[src/pmv_pkg.sv]
// constants, types and helpers shared by the power mode controller
// Notes on behaviour
// software keeps clock low before requesting 1.0V
// software sets two flash wait cycles first
// flash acknowledges low voltage once truly entered
// software sets waits above 30ns afterwards
// software sets sram normal before voltage change
// code 0x2 requests 1.0V, flag drops
// code 0x3 returns to 1.1V, flag cycles
// clearing request drops acknowledge after exit
// software raises clock, then sets waits
// sleep request parks idle flash, clear restores
// deep stop keeps configuration, resumes in place
// per mode block availability and wake sources
// only first comparator works in deep stop
// standby gpio wake limited to three pins
// main regulator off in low power modes
// settle flag low only during transition
// acknowledge changes only between flash accesses
package pmv_pkg;
  // clock and regulator settle time
  localparam int unsigned PMV_CLK_HZ = 100_000_000;
  localparam int unsigned PMV_SETTLE_US = 100;
  localparam int unsigned PMV_SETTLE_CYC =
    (PMV_CLK_HZ / 1_000_000) * PMV_SETTLE_US;
  localparam int unsigned PMV_SETTLE_CW = 16;
  // register byte offsets
  localparam logic [11:0] PMV_OFS_CTRL1 = 12'h000;
  localparam logic [11:0] PMV_OFS_STS2 = 12'h004;
  localparam logic [11:0] PMV_OFS_FACC = 12'h008;
  localparam logic [11:0] PMV_OFS_WAKE = 12'h00c;
  // power_control_one fields
  localparam int unsigned PMV_VSEL_W = 2;
  localparam logic [1:0] PMV_VSEL_1V0 = 2'h2;
  localparam logic [1:0] PMV_VSEL_1V1 = 2'h3;
  localparam logic [1:0] PMV_VSEL_RST = 2'h3;
  // both comparator groups usable out of reset
  localparam logic [1:0] PMV_COMP_EN_RST = 2'h3;
  // power_status_two fields
  localparam int unsigned PMV_STS_SETTLED_BIT = 0;
  localparam int unsigned PMV_STS_LVACK_BIT = 1;
  localparam int unsigned PMV_STS_MODE_LSB = 4;
  // flash_access_control fields
  localparam int unsigned PMV_FACC_WAIT_W = 3;
  localparam int unsigned PMV_FACC_LVREQ_BIT = 8;
  localparam int unsigned PMV_FACC_LVACK_BIT = 9;
  localparam int unsigned PMV_FACC_SLEEP_BIT = 10;
  localparam logic [2:0] PMV_WAIT_RST = 3'h0;
  // wake sources: rtc, independent watchdog, pvd, low power timer,
  // low power serial port, first comparator, other comparators, lcd,
  // other gpio, tamper, three wake pins
  localparam int unsigned PMV_WAKE_N = 13;
  localparam logic [12:0] PMV_WAKE_ALL = 13'h1fff;
  // deep stop: the wake pins are gpio too, so they stay armed there
  localparam logic [12:0] PMV_WAKE_STOP = 13'h1dbf;
  localparam logic [12:0] PMV_WAKE_STANDBY = 13'h1e03;
  localparam logic [12:0] PMV_WAKE_EN_RST = 13'h1fff;

  // power modes as reported by the core sequencer
  typedef enum logic [2:0] {
    PMV_RUN, PMV_SLEEP, PMV_LPRUN, PMV_LPSLEEP, PMV_STOP, PMV_STANDBY
  } pmv_mode_t;

  // main regulator only serves the full speed modes
  function automatic logic pmv_main_reg_on(input pmv_mode_t m);
    unique case (m)
      PMV_RUN, PMV_SLEEP: pmv_main_reg_on = 1'b1;
      PMV_LPRUN, PMV_LPSLEEP, PMV_STOP, PMV_STANDBY: pmv_main_reg_on = 1'b0;
      default: pmv_main_reg_on = 1'b0;
    endcase
  endfunction

  // which wake sources may act in a mode
  function automatic logic [12:0] pmv_wake_allow(input pmv_mode_t m);
    unique case (m)
      PMV_STOP: pmv_wake_allow = PMV_WAKE_STOP;
      PMV_STANDBY: pmv_wake_allow = PMV_WAKE_STANDBY;
      PMV_RUN, PMV_SLEEP, PMV_LPRUN, PMV_LPSLEEP:
        pmv_wake_allow = PMV_WAKE_ALL;
      default: pmv_wake_allow = '0;
    endcase
  endfunction
endpackage

[src/pmv_power_ctrl.sv]
// power mode controller with voltage scaling and flash handshake
`timescale 1ns/1ps
`default_nettype none
module pmv_power_ctrl
  import pmv_pkg::*;
#(
  parameter int unsigned SETTLE_CYCLES = PMV_SETTLE_CYC
) (
  input wire logic clk_i,
  input wire logic rst_n_i,
  // apb slave
  input wire logic psel_i,
  input wire logic penable_i,
  input wire logic pwrite_i,
  input wire logic [11:0] paddr_i,
  input wire logic [31:0] pwdata_i,
  output logic [31:0] prdata_o,
  output logic pready_o,
  output logic pslverr_o,
  // current mode from the core sequencer, same clock
  input wire logic [2:0] power_mode_i,
  // flash side
  input wire logic flash_busy_i,
  output logic flash_low_voltage_ack_o,
  output logic flash_sleep_o,
  output logic [2:0] flash_wait_cycles_o,
  // regulators
  output logic main_regulator_on_o,
  output logic low_power_regulator_on_o,
  output logic main_regulator_1v0_o,
  output logic regulator_settled_flag_o,
  // block control
  output logic [1:0] comparator_enable_o,
  output logic config_retain_o,
  output logic wake_by_reset_o,
  // asynchronous wake sources and the combined wake request
  input wire logic [12:0] wake_src_i,
  output logic wake_o
);
  // mode view of the sequencer input
  pmv_mode_t mode;
  assign mode = pmv_mode_t'(power_mode_i);

  // software state
  logic [1:0] main_regulator_voltage_select; // requested level
  logic flash_low_voltage_request;
  logic flash_sleep_request;
  logic [12:0] wake_en;

  // apb decode: access phase with pready high is the commit point
  logic acc, setup, wr;
  logic hit_ctrl1, hit_sts2, hit_facc, hit_wake, mapped;
  assign acc = psel_i && penable_i;
  assign setup = psel_i && !penable_i;
  assign wr = acc && pwrite_i;
  assign hit_ctrl1 = (paddr_i == PMV_OFS_CTRL1);
  assign hit_sts2 = (paddr_i == PMV_OFS_STS2);
  assign hit_facc = (paddr_i == PMV_OFS_FACC);
  assign hit_wake = (paddr_i == PMV_OFS_WAKE);
  assign mapped = hit_ctrl1 || hit_sts2 || hit_facc || hit_wake;
  // no wait states: the read word is captured in the setup phase
  assign pready_o = 1'b1;
  assign pslverr_o = acc && !mapped;

  // voltage select write decode; reserved codes are ignored
  logic [1:0] new_code;
  logic code_ok, volt_start;
  assign new_code = pwdata_i[PMV_VSEL_W-1:0];
  assign code_ok = (new_code == PMV_VSEL_1V0) || (new_code == PMV_VSEL_1V1);
  // request new level
  assign volt_start = wr && hit_ctrl1 && code_ok
                      && (new_code != main_regulator_voltage_select);

  // settle timer; the flag is simply its idle state
  logic settle_busy, settle_done;
  pmv_settle_timer #(
    .CYCLES(SETTLE_CYCLES)
  ) u_settle (
    .clk_i(clk_i),
    .rst_n_i(rst_n_i),
    .start_i(volt_start),
    .busy_o(settle_busy),
    .done_o(settle_done)
  );
  // flag low only while settling
  assign regulator_settled_flag_o = !settle_busy;

  // register writes
  always_ff @(posedge clk_i) begin
    if (!rst_n_i) begin
      main_regulator_voltage_select <= PMV_VSEL_RST;
      flash_low_voltage_request <= 1'b0;
      flash_sleep_request <= 1'b0;
      flash_wait_cycles_o <= PMV_WAIT_RST;
      wake_en <= PMV_WAKE_EN_RST;
    end else if (wr) begin
      if (volt_start)
        main_regulator_voltage_select <= new_code;
      if (hit_facc) begin
        flash_wait_cycles_o <= pwdata_i[PMV_FACC_WAIT_W-1:0];
        flash_low_voltage_request <= pwdata_i[PMV_FACC_LVREQ_BIT];
        flash_sleep_request <= pwdata_i[PMV_FACC_SLEEP_BIT];
      end
      if (hit_wake)
        wake_en <= pwdata_i[PMV_WAKE_N-1:0];
    end
  end

  // level changes when the output has settled
  always_ff @(posedge clk_i) begin
    if (!rst_n_i)
      main_regulator_1v0_o <= 1'b0;
    else if (settle_done)
      main_regulator_1v0_o <= (main_regulator_voltage_select == PMV_VSEL_1V0);
  end

  // flash handshake: follow the request only between accesses
  // so that an in-flight read never sees a voltage step
  always_ff @(posedge clk_i) begin
    if (!rst_n_i) begin
      flash_low_voltage_ack_o <= 1'b0;
      flash_sleep_o <= 1'b0;
    end else if (!flash_busy_i) begin
      // ack tracks request
      flash_low_voltage_ack_o <= flash_low_voltage_request;
      // sleep while running only
      flash_sleep_o <= flash_sleep_request
                       && (mode == PMV_RUN || mode == PMV_LPRUN);
    end
  end

  // read words, reserved bits zero
  logic [31:0] ctrl1_word, sts2_word, facc_word, wake_word, rd_word;
  assign ctrl1_word = 32'(main_regulator_voltage_select);
  assign sts2_word = (32'(regulator_settled_flag_o) << PMV_STS_SETTLED_BIT)
                   | (32'(flash_low_voltage_ack_o) << PMV_STS_LVACK_BIT)
                   | (32'(power_mode_i) << PMV_STS_MODE_LSB);
  assign facc_word = 32'(flash_wait_cycles_o)
                   | (32'(flash_low_voltage_request) << PMV_FACC_LVREQ_BIT)
                   | (32'(flash_low_voltage_ack_o) << PMV_FACC_LVACK_BIT)
                   | (32'(flash_sleep_request) << PMV_FACC_SLEEP_BIT);
  assign wake_word = 32'(wake_en);
  assign rd_word = hit_ctrl1 ? ctrl1_word :
                   hit_sts2 ? sts2_word :
                   hit_facc ? facc_word :
                   hit_wake ? wake_word : '0;

  // read data register, loaded in the setup phase
  always_ff @(posedge clk_i) begin
    if (!rst_n_i)
      prdata_o <= '0;
    else if (setup && !pwrite_i)
      prdata_o <= rd_word;
  end

  // per mode block control
  logic main_on, is_stop, is_standby;
  assign main_on = pmv_main_reg_on(mode);
  assign is_stop = (mode == PMV_STOP);
  assign is_standby = (mode == PMV_STANDBY);
  always_ff @(posedge clk_i) begin
    if (!rst_n_i) begin
      main_regulator_on_o <= 1'b1;
      low_power_regulator_on_o <= 1'b0;
      comparator_enable_o <= PMV_COMP_EN_RST;
      config_retain_o <= 1'b0;
      wake_by_reset_o <= 1'b0;
    end else begin
      // low power regulator takes over
      main_regulator_on_o <= main_on;
      low_power_regulator_on_o <= !main_on;
      // only first comparator in stop
      comparator_enable_o <= {!is_stop && !is_standby, !is_standby};
      // deep stop retains configuration
      config_retain_o <= is_stop;
      // standby wake restarts from reset, stop resumes in place
      wake_by_reset_o <= is_standby;
    end
  end

  // wake inputs: three stages, a change counts when two agree
  logic [12:0] wk_s1, wk_s2, wk_s3, wk_stable;
  always_ff @(posedge clk_i) begin
    if (!rst_n_i) begin
      wk_s1 <= '0;
      wk_s2 <= '0;
      wk_s3 <= '0;
      wk_stable <= '0;
    end else begin
      wk_s1 <= wake_src_i;
      wk_s2 <= wk_s1;
      wk_s3 <= wk_s2;
      wk_stable <= (wk_s2 & wk_s3) | (wk_stable & (wk_s2 | wk_s3));
    end
  end

  // wake gated by mode mask
  logic [12:0] wake_hit;
  assign wake_hit = wk_stable & wake_en & pmv_wake_allow(mode);
  always_ff @(posedge clk_i) begin
    if (!rst_n_i)
      wake_o <= 1'b0;
    else
      wake_o <= |wake_hit;
  end
endmodule
`default_nettype wire

[src/pmv_settle_timer.sv]
// regulator settle timer: busy for a fixed number of cycles per start
`timescale 1ns/1ps
`default_nettype none
module pmv_settle_timer
  import pmv_pkg::*;
#(
  parameter int unsigned CYCLES = PMV_SETTLE_CYC
) (
  input wire logic clk_i,
  input wire logic rst_n_i,
  input wire logic start_i,
  output logic busy_o,
  output logic done_o
);
  // cycles spent so far in the current transition
  logic [PMV_SETTLE_CW-1:0] count;
  // terminal count reached
  logic last;

  assign last = (count == PMV_SETTLE_CW'(CYCLES - 1));

  // a new start restarts the wait, so the flag never rises early
  always_ff @(posedge clk_i) begin
    if (!rst_n_i) begin
      count <= '0;
      busy_o <= 1'b0;
      done_o <= 1'b0;
    end else begin
      done_o <= 1'b0;
      if (start_i) begin
        busy_o <= 1'b1;
        count <= '0;
      end else if (busy_o && last) begin
        busy_o <= 1'b0;
        done_o <= 1'b1;
      end else if (busy_o) begin
        count <= count + 1'b1;
      end
    end
  end
endmodule
`default_nettype wire

[config.mk]
export PLATFORM = sky130hd
export DESIGN_NAME = pmv_power_ctrl
export DESIGN_NICKNAME = d
export VERILOG_FILES = /design/src/pmv_pkg.sv /design/src/pmv_power_ctrl.sv /design/src/pmv_settle_timer.sv
export SDC_FILE = /design/constraint.sdc
export NUM_CORES = 1
export LEC_CHECK = 0
export BUFFER_PORTS_ARGS = -buffer_cell sky130_fd_sc_hd__buf_4
export CORE_ASPECT_RATIO = 1.5
export CORE_MARGIN = 10
export CORE_UTILIZATION = 50
export DETAILED_ROUTE_END_ITERATION = 7
export PLACE_DENSITY = 0.78
export SLEW_MARGIN = 20
export SYNTH_ARGS = -nofsm -noshare
export SYNTH_HDL_FRONTEND = slang
export SYNTH_SLANG_ARGS = --single-unit
[constraint.sdc]
create_clock -name clk_i -period 1.6 [get_ports clk_i]
set_input_delay 0.08 -clock clk_i [delete_from_list [all_inputs] [get_ports clk_i]]
set_output_delay 0.08 -clock clk_i [all_outputs]
set_load 0.02 [all_outputs]
### Yosys cells after proc, flatten, opt, wreduce, memory -nomap -nowiden

Cells that the tools add are included.

* flip-flop bits (word level): 132
* input bits: 66
* output and inout bits: 48
* logic and storage cells: 92

* add/sub/neg operators: 1
* equal/unequal tests: 13
* mux-type cells: 9
* bitwise gates (word level): 13
* reduce and logical (&&, ||, !) cells: 34

Operators with widths (count)
* 13-bit AND: 4
* 13-bit 2-to-1 mux: 4
* 13-bit one-hot mux with 3 select lines: 1
* 13-bit bitwise OR: 2
* 12-bit by 4-bit == test with 1-bit output (second input constant): 2
* 16-bit by 1-bit adder with 16-bit output (second input constant): 1
* 16-bit by 14-bit == test with 1-bit output (second input constant): 1
* 13-bit OR reduction: 1
* 12-bit by 3-bit == test with 1-bit output (second input constant): 1
* 12-bit logical NOT: 1
* 1-bit logical AND: 11
* 10-bit by 11-bit bitwise OR with 11-bit output: 1
* 9-bit by 10-bit bitwise OR with 10-bit output: 1
* 3-bit by 9-bit bitwise OR with 9-bit output: 1
* 2-bit AND reduction: 4
* 1-bit logical NOT: 7
* 2-bit by 7-bit bitwise OR with 7-bit output: 1
* 2-bit == test (second input constant): 3
* 3-bit by 2-bit == test with 1-bit output (second input constant): 2
* 3-bit == test (second input constant): 2
* 1-bit logical OR: 5
* 1-bit 2-to-1 mux: 4
* 2-bit OR reduction: 2
* 4-bit OR reduction: 1
* 6 further kinds: 7

### Longest topological paths before layout

Gate-level depths: netlist (run 1).

* depth after elaboration: 6
* depth in mapped cells: 6
* gate-level depth less buffers: 5

### Hierarchy

Synthesis (run 1) repeated with hierarchy kept, for this count alone.

* cells, all modules: 456
* area total of the unflattened synthesis: 4446.8 um^2

By module, submodules not included
* pmv_power_ctrl: times used 1, cells an instance 359, area an instance 3588.4 um^2, sequential area each 1901.8 um^2
* pmv_settle_timer: times used 1, cells an instance 97, area an instance 858.3 um^2, sequential area each 360.3 um^2

### Worst setup path after synthesis (run 1)

No wires, ideal clock.

* path type: reg-to-reg
* start: reg u_settle.count[0]
* end: reg u_settle.count[14]
* setup time: 115 ps
* data arrival time: 1304 ps
* data required time: 1485 ps
* setup slack: 181 ps
* cell stages (with the launch flop): 6
* buffers on the path: 0
* clock period less this slack: 1419 ps
* cell sequence: dfxtp_1 ha_1 nand4_1 nor4_1 xnor2_1 nor2_1

* cells in the longest elaborated chain, start to end: 4
* elaborated cells on any way between the ends: 5
* those cells by class: add/sub (1); eq/ne (1); bitwise (1); reduce/logical (2)

RTL lines
* start: declaration: line pmv_settle_timer.sv:16 `logic [PMV_SETTLE_CW-1:0] count;`
* start signal: assignment: line pmv_settle_timer.sv:37 `count <= count + 1'b1;`
* branches (longest 4 deep; another with 16-bit by 1-bit adder with 16-bit output)

Parallel ways; which one is timed is not known.
A chain may end at the register's enable or synchronous reset.

### Worst setup path in the final report (run 1)

* start: reg u_settle.count[1]
* end: reg u_settle.count[12]

The elaborated chain is that of the path after synthesis.

==> summary.md, run 1 <==
| Metric | Value |
|---|---|
| Post-synthesis instance area | 4340 sq um |
| Commonest non-fill, non-tap cell in the layout | dfxtp_1 |
| CP Capture Type | flop |
| Worst path max stage delay | ~340 ps |
| Vias per cell | 5.15 |
| Drt first pass iters | 4 |
| Most frequent cells in the layout | dfxtp_1, buf_4, and2_1, o21ai_0, nand2_1 |
| Clock skew | 6.28 ps |
| Critical path startpoint category | flop |
| Sequential-to-total area share from yosys stat | about 52% |
| Critical path, cell by cell | ha_1 > nand4_1 > buf_4 > nor4_2 > xnor2_1 > nor2_1 |
| Worst-path clk slew | 50 ps |
| P per Cell Area | 1160 nW/um^2 |
| Placeable Area | 8460 sq um |
| Total number of vias | ~3500 |
| Post-Syn Area per Cell | 9.65 sq um |
| Synth async-reset ratio | 0% |
| CTS Buf Count | 17 |
| Top cells by area, synth | dfxtp_1, and2_1, o21ai_0 |
| Io pins | 114 |
| Row count | 41 |
| Hpwl dp | 7150 um |
| Number of synthesized flops with an enable pin | 0 |
| PortBufs | 74 |
| Vias in the first global route | 3712 |
| CTS Buffer Depth | 2 |
| Slowest CP cell | dfxtp_1 |
| Post-synth cell types | 45 |
| Slew HR | between 40% and 50% |
| Final hold vios | 0 |
| Metal2 WL | around 5500 um |
| Core Util, Final | a little over two thirds |
| Top FF cell, synth | dfxtp_1 |
| All-Layer GR Usage | 16.8% |
| Sink Count | 113 |
| Dpl cell area | 4960 sq um |
| Global-route wire length before repair | approximately 17000 um |
| Hold crit path type | input pin to flop |
| Post-synth top area cell | dfxtp_1 |
| Highest clock rate | 0.658 GHz |
| CP Max Fanout | 7 |
| Yosys top cell area share | 52.1% |
| Starting density of the core | 51.3% |
| Filler instances | 628 |
| Die Width | 96.1 um |
| Uppermost routed layer | met4 |
| Critical Path AT | 1820 ps |
| Peak VDD IR | 0.000877 V |
| # diodes | 0 |
| CTS tree | yes |
| Gpl congestion | 0.824 |
| Nets | ~640 |
| Global route overflow | 0 |
| Critical path required time | 1900 ps |
| Post-route minimum period | 1520 ps |
| Mapped Cells | 450 |
| Largest net degree at the start of global routing | 41 |
| Initial DRC count | 219 |
| Share of cells above drive strength 1 | 22.0% |
| Final Slew Violations | 0 |
| Post-Route WL | 10500 um |
| Initial antenna violation count | 0 |
| Latest clock arrival within the worst-skew pair | between 400 and 500 ps |
| Die footprint | 12900 sq um |
| CTS root buf | clkbuf_16 |
| Post-route cell area | roughly 5900 sq um |
| Final setup vio count | 0 |
| Pwr Total | 6.86 mW |
| H-tree levels | 4 |
| Cells after DPL | 622 |
| Fin cells | 688 |
| Post-route antenna net violation count | 0 |
| Met1 wire length | 3900 um |
| Final hold slack | just over 20 ps |
| Leakage | ~2.4 nW |
| Status | finished, final reports clean |
| Drt drc | 0 |
| WL/cell | about 15 um |
| Synth Register Bits | 113 |
| Max cap viols | 0 |
| Die height | approximately 130 um |
| Worst Tran Pin Value | around 850 ps |
| Area growth syn-to-layout | 35.8% |
| Number of synthesis warnings | 0 |
| Critical path type | flop to flop |
| Met3 routed WL | 670 um |
| Fin crit share | a little over nine tenths |
[power by group]
group | leakage [nW] | internal [mW] | switching [mW] | total, mW
clock network | 0.272 | 2.35 | 1.25 | 3.60
logic | 1.17 | 0.196 | 0.182 | 0.379
registers | 0.919 | 2.87 | 0.0166 | 2.88
[cells in the mapped netlist (all sizes together), types with 2 or more instances]
cell type  instances
clkbuf            12
mux2i             14
o2111ai            2
nand3             35
nand2             36
nand4             11
and2              43
and3               2
conb               2
a22oi              3
xor2               2
o21a               2
nor4b              3
a21boi            13
o21ai             39
inv                9
nor3               6
a21oi              5
buf               26
mux4               2
nor2              18
nor3b              3
xnor2             10
a22o               4
nor4               8
nor2b             11
dfxtp            113
or3                2
and4               4
[path summary, 6_finish.rpt]
check	startpoint	slack, ps	depth (start not counted)	to
min	rst_n_i	20	3	prdata_o[0]
min reg2reg	wk_s1[0]	430	1	wk_s2[0]
max reg2reg	u_settle.count[1]	80	6	u_settle.count[12]
max	u_settle.count[1]	80	6	u_settle.count[12]
[per-stage QoR]
| stage | TNS (ps) | worst slack [ps] |
|---|---|---|
| 6_report | 0 | 80.5 |
| 5_1_grt | -4.51 | -4.51 |
| 4_1_cts | -3.32 | -3.32 |
| 3_5_place_dp | 0 | 7.26 |
| 3_3_place_gp | 0 | 94.3 |
| 2_1_floorplan | 0 | 181 |
[per-layer routing]
layer,up-vias,GRT usage (%)
met5,-,0
met4,0,9.38
met3,34,5.31
met2,123,29.7
met1,1629,16.6
li1,1758,-
[state kept, by name, indices dropped and copies added, names as in the netlist, 2 cells and up]
signal                         count
flash_wait_cycles_o                3
prdata_o                          13
wk_s1                             13
wk_stable                         13
wk_s3                             13
comparator_enable_o                2
wk_s2                             13
u_settle.count                    16
wake_en                           13
main_regulator_voltage_select      2
[critical path, delay by kind of cell, from the launching register on]
family | cells | cell delay (ps)
simple gates | 3 | 480
flops | 1 | 340
fa+ha+maj | 1 | 220
buf+inv | 1 | 190
xor+xnor | 1 | 170
[repair_timing]
item | CTS | global route
buffers inserted | 0 | 1
resized for setup | 2 | 3
setup endpoints to repair | 1 | 10
hold buffers | 33 | 0
endpoints found under the hold margin | 42 | 0
[area by class of cell]
cell class | count | area [sq um] | share of cell area [%]
inverters | 9 | 33.8 | 0.573
well taps | 107 | 134 | 2.27
repair buffers | 119 | 988 | 16.8
clock buffers | 22 | 464 | 7.87
flip-flops and latches | 113 | 2260 | 38.3
multi-input cells | 308 | 1910 | 32.3
clock inverters | 10 | 110 | 1.87
[logic make-up (layout without fill, tap and decap cells)]
family	count (synthesis)	in the layout	share of synthesized area (%)
AO/OA/AOI/OAI	73	73	10.4
XOR/XNOR	12	12	2.42
adder cells (fa/ha/maj)	1	1	0.288
buffers and inverters	47	160	6.28
flip-flops	113	113	52.1
multiplexers	16	16	4.26
other	2	20	0.173
AND/OR/NAND/NOR	186	186	24.1
(Power assumes the default switching activity.)
==> run 2, diff against run 1 <==
SETUP_SLACK_MARGIN = 0.4   (was unset)
==> summary.md, run 2 (synthesis gave the netlist of run 1 again) <==
| Metric | Value |
|---|---|
| Most flops, register | u_settle.count (unchanged) |
| Leakage | 2.54 nW (was 2.36 nW) |
| Die footprint | 12900 sq um (unchanged) |
| Status | finished with violations (was finished, final reports clean) |
| CP bufs+invs | 1 (unchanged) |
| Worst R2R Setup Slack | 140 ps (was 80 ps) |
| Share of cells above drive strength 1 | 30.8% (was 22.0%) |
| Commonest non-fill, non-tap cell in the layout | dfxtp_1 (unchanged) |
| # diodes | 0 (unchanged) |
| CTS Buffer Depth | 2 (unchanged) |
| CTS root buf | clkbuf_16 (unchanged) |
| Io pins | 114 (unchanged) |
| Worst R2R Path Depth | 5 (was 6) |
| Highest clock rate | 0.684 GHz (was 0.658 GHz) |
| Row count | 41 (unchanged) |
| Filler instances | 556 (was 628) |
| Gpl congestion | 0.819 (was 0.824) |
| Hpwl dp | 7290 um (was 7150 um) |
| HP Start | rst_n_i (unchanged) |
| All-Layer GR Usage | 18.3% (was 16.8%) |
| GRT met2 Usage | 32.4% (was 29.7%) |
| Reg2reg start | u_settle.count[12] (was u_settle.count[1]) |
| WHS Endpoint | flash_wait_cycles_o[0] (was prdata_o[0]) |
| GR Util met1 | 17.8% (was 16.6%) |
| Critical path type | flop to flop (unchanged) |
| Pwr Total | 7.05 mW (was 6.86 mW) |
| Reg2reg end | u_settle.count[0] (was u_settle.count[12]) |
| GR peak layer | met2 (unchanged) |
| Total number of vias | 3785 (was 3544) |
| Max cap viols | 0 (unchanged) |
| Slowest CP cell | dfxtp_4 (was dfxtp_1) |
| Dpl cell area | 5020 sq um (was 4960 sq um) |
| H-tree levels | 4 (unchanged) |
| Sink Count | 113 (unchanged) |
| Die Width | 96.1 um (unchanged) |
| Nets | 646 (was 635) |
| Largest register FFs | 16 (unchanged) |
| CP Capture Type | flop (unchanged) |
| Initial DRC count | 204 (was 219) |
| Starting density of the core | 51.3% (unchanged) |
| Fin crit share | 91.3% (was 95.0%) |
| Most frequent cells in the layout | dfxtp_1, buf_4, and2_1, o21ai_0, nand2_1 (unchanged) |
| Vias per cell | 5.42 (was 5.15) |
| Post-Route Setup TNS | 0 ps (unchanged) |
| Area growth syn-to-layout | 44.3% (was 35.8%) |
| CP top delay family | simple AND/OR/NAND/NOR gates (unchanged) |
| CTS Buf Count | 17 (unchanged) |
| Final hold vios | 1 (was 0) |
| PortBufs | 74 (unchanged) |
| Critical path startpoint category | flop (unchanged) |
| Post-route antenna net violation count | 0 (unchanged) |
| CTS tree | yes (unchanged) |
| Global-route wire length before repair | 18600 um (was 17300 um) |
| Latest clock arrival within the worst-skew pair | 420 ps (was 410 ps) |
| GR Util met3 | 6.37% (was 5.31%) |
| Placeable Area | 8460 sq um (unchanged) |
| Worst hold path depth | 2 (was 3) |
| Final setup vio count | 0 (unchanged) |
| RSZ-0062 raised after global routing | true |
| Peak VDD IR | 0.00101 V (was 0.000877 V) |
| Post-route cell area | 6260 sq um (was 5900 sq um) |
| Failing checks | negative hold slack |
| Hold crit path type | input pin to flop (unchanged) |
| Drt first pass iters | 5 (was 4) |
| CP Max Fanout | 5 (was 7) |
| Drt drc | 0 (unchanged) |
| Final Slew Violations | 0 (unchanged) |
| Critical path, cell by cell | nor4b_4 > and4_4 > buf_6 > o21ai_0 > a21oi_1 (was ha_1 > nand4_1 > buf_4 > nor4_2 > xnor2_1 > nor2_1) |
| Worst path max stage delay | 360 ps (was 340 ps) |
| Critical Path AT | 1800 ps (was 1820 ps) |
| Largest net degree at the start of global routing | 43 (was 41) |
| P per Cell Area | 1120 nW/um^2 (was 1160 nW/um^2) |
| Initial antenna violation count | 0 (unchanged) |
| Clock skew | 10.5 ps (was 6.28 ps) |
| Vias in the first global route | 3874 (was 3712) |
| WL/cell | 17.8 um (was 15.3 um) |
| Critical path required time | 1940 ps (was 1900 ps) |
| Die height | 134 um (unchanged) |
| Post-Route WL | 12400 um (was 10500 um) |
| Global route overflow | 0 (unchanged) |
| Final hold slack | -1.00 ps (was 20.4 ps) |
| Post-route minimum period | 1460 ps (was 1520 ps) |
| Worst-path clk slew | 50 ps (about the same) |
-- run 2: layout make-up --
class	count	area, sq um	area share (%)
clock buffer	21	460	7.35
clock inverter	10	135	2.16
inverter	9	36.3	0.579
multi-input combinational	308	2110	33.7
sequential	113	2290	36.6
tap	107	134	2.14
timing repair buffer	130	1090	17.4
-- run 2: worst register-to-register path, cell delays in order (launching register included) --
cell and delay, ps:
dfxtp_4 360, nor4b_4 330, and4_4 330, buf_6 110, o21ai_0 90, a21oi_1 170
-- run 2: worst max path at each step --
| stage | start | end | slack (ps) | cells after the start |
|---|---|---|---|---|
| 3_5_place_dp | psel_i | prdata_o[11] | 130 | 5 |
| 3_3_place_gp | paddr_i[7] | wake_en[0] | 200 | 6 |
| 2_1_floorplan | u_settle.count[1] | u_settle.count[10] | 250 | 5 |
| 4_1_cts | u_settle.count[3] | u_settle.count[4] | 200 | 5 |
| 5_1_grt | u_settle.count[11] | u_settle.count[0] | 70 | 5 |
| 6_report | u_settle.count[12] | u_settle.count[0] | 140 | 5 |
-- run 2: metal layers --
metal	wire (um)	vias to the layer above
met5	0	-
met4	529	0
met3	813	44
met2	6720	162
met1	4370	1801
li1	-	1778
-- run 2: repair_timing --
action / CTS / global route
endpoints found under the hold margin: 42 / 0
gates resized for setup: 31 / 28
buffers inserted: 8 / 6
pin swaps: 12 / 17
hold buffers: 32 / 0
endpoints found under the setup margin: 21 / 33
-- run 2: where the power goes --
group / total, mW / internal, mW / switching, mW
registers: 2.88 / 2.86 / 0.0182
clock network: 3.78 / 2.51 / 1.27
logic: 0.392 / 0.199 / 0.193
-- run 2: metrics by stage --
| stage | cells | setup WS, ps | utilization (%) |
|---|---|---|---|
| floorplan | 468 | 247 | - |
| global placement | 622 | 198 | 59.3 |
| detailed placement | 622 | 127 | 59.3 |
| CTS | 693 | 201 | 72.3 |
| global route | 698 | 72.4 | 74.0 |
| finish | 698 | 139 | 74.0 |
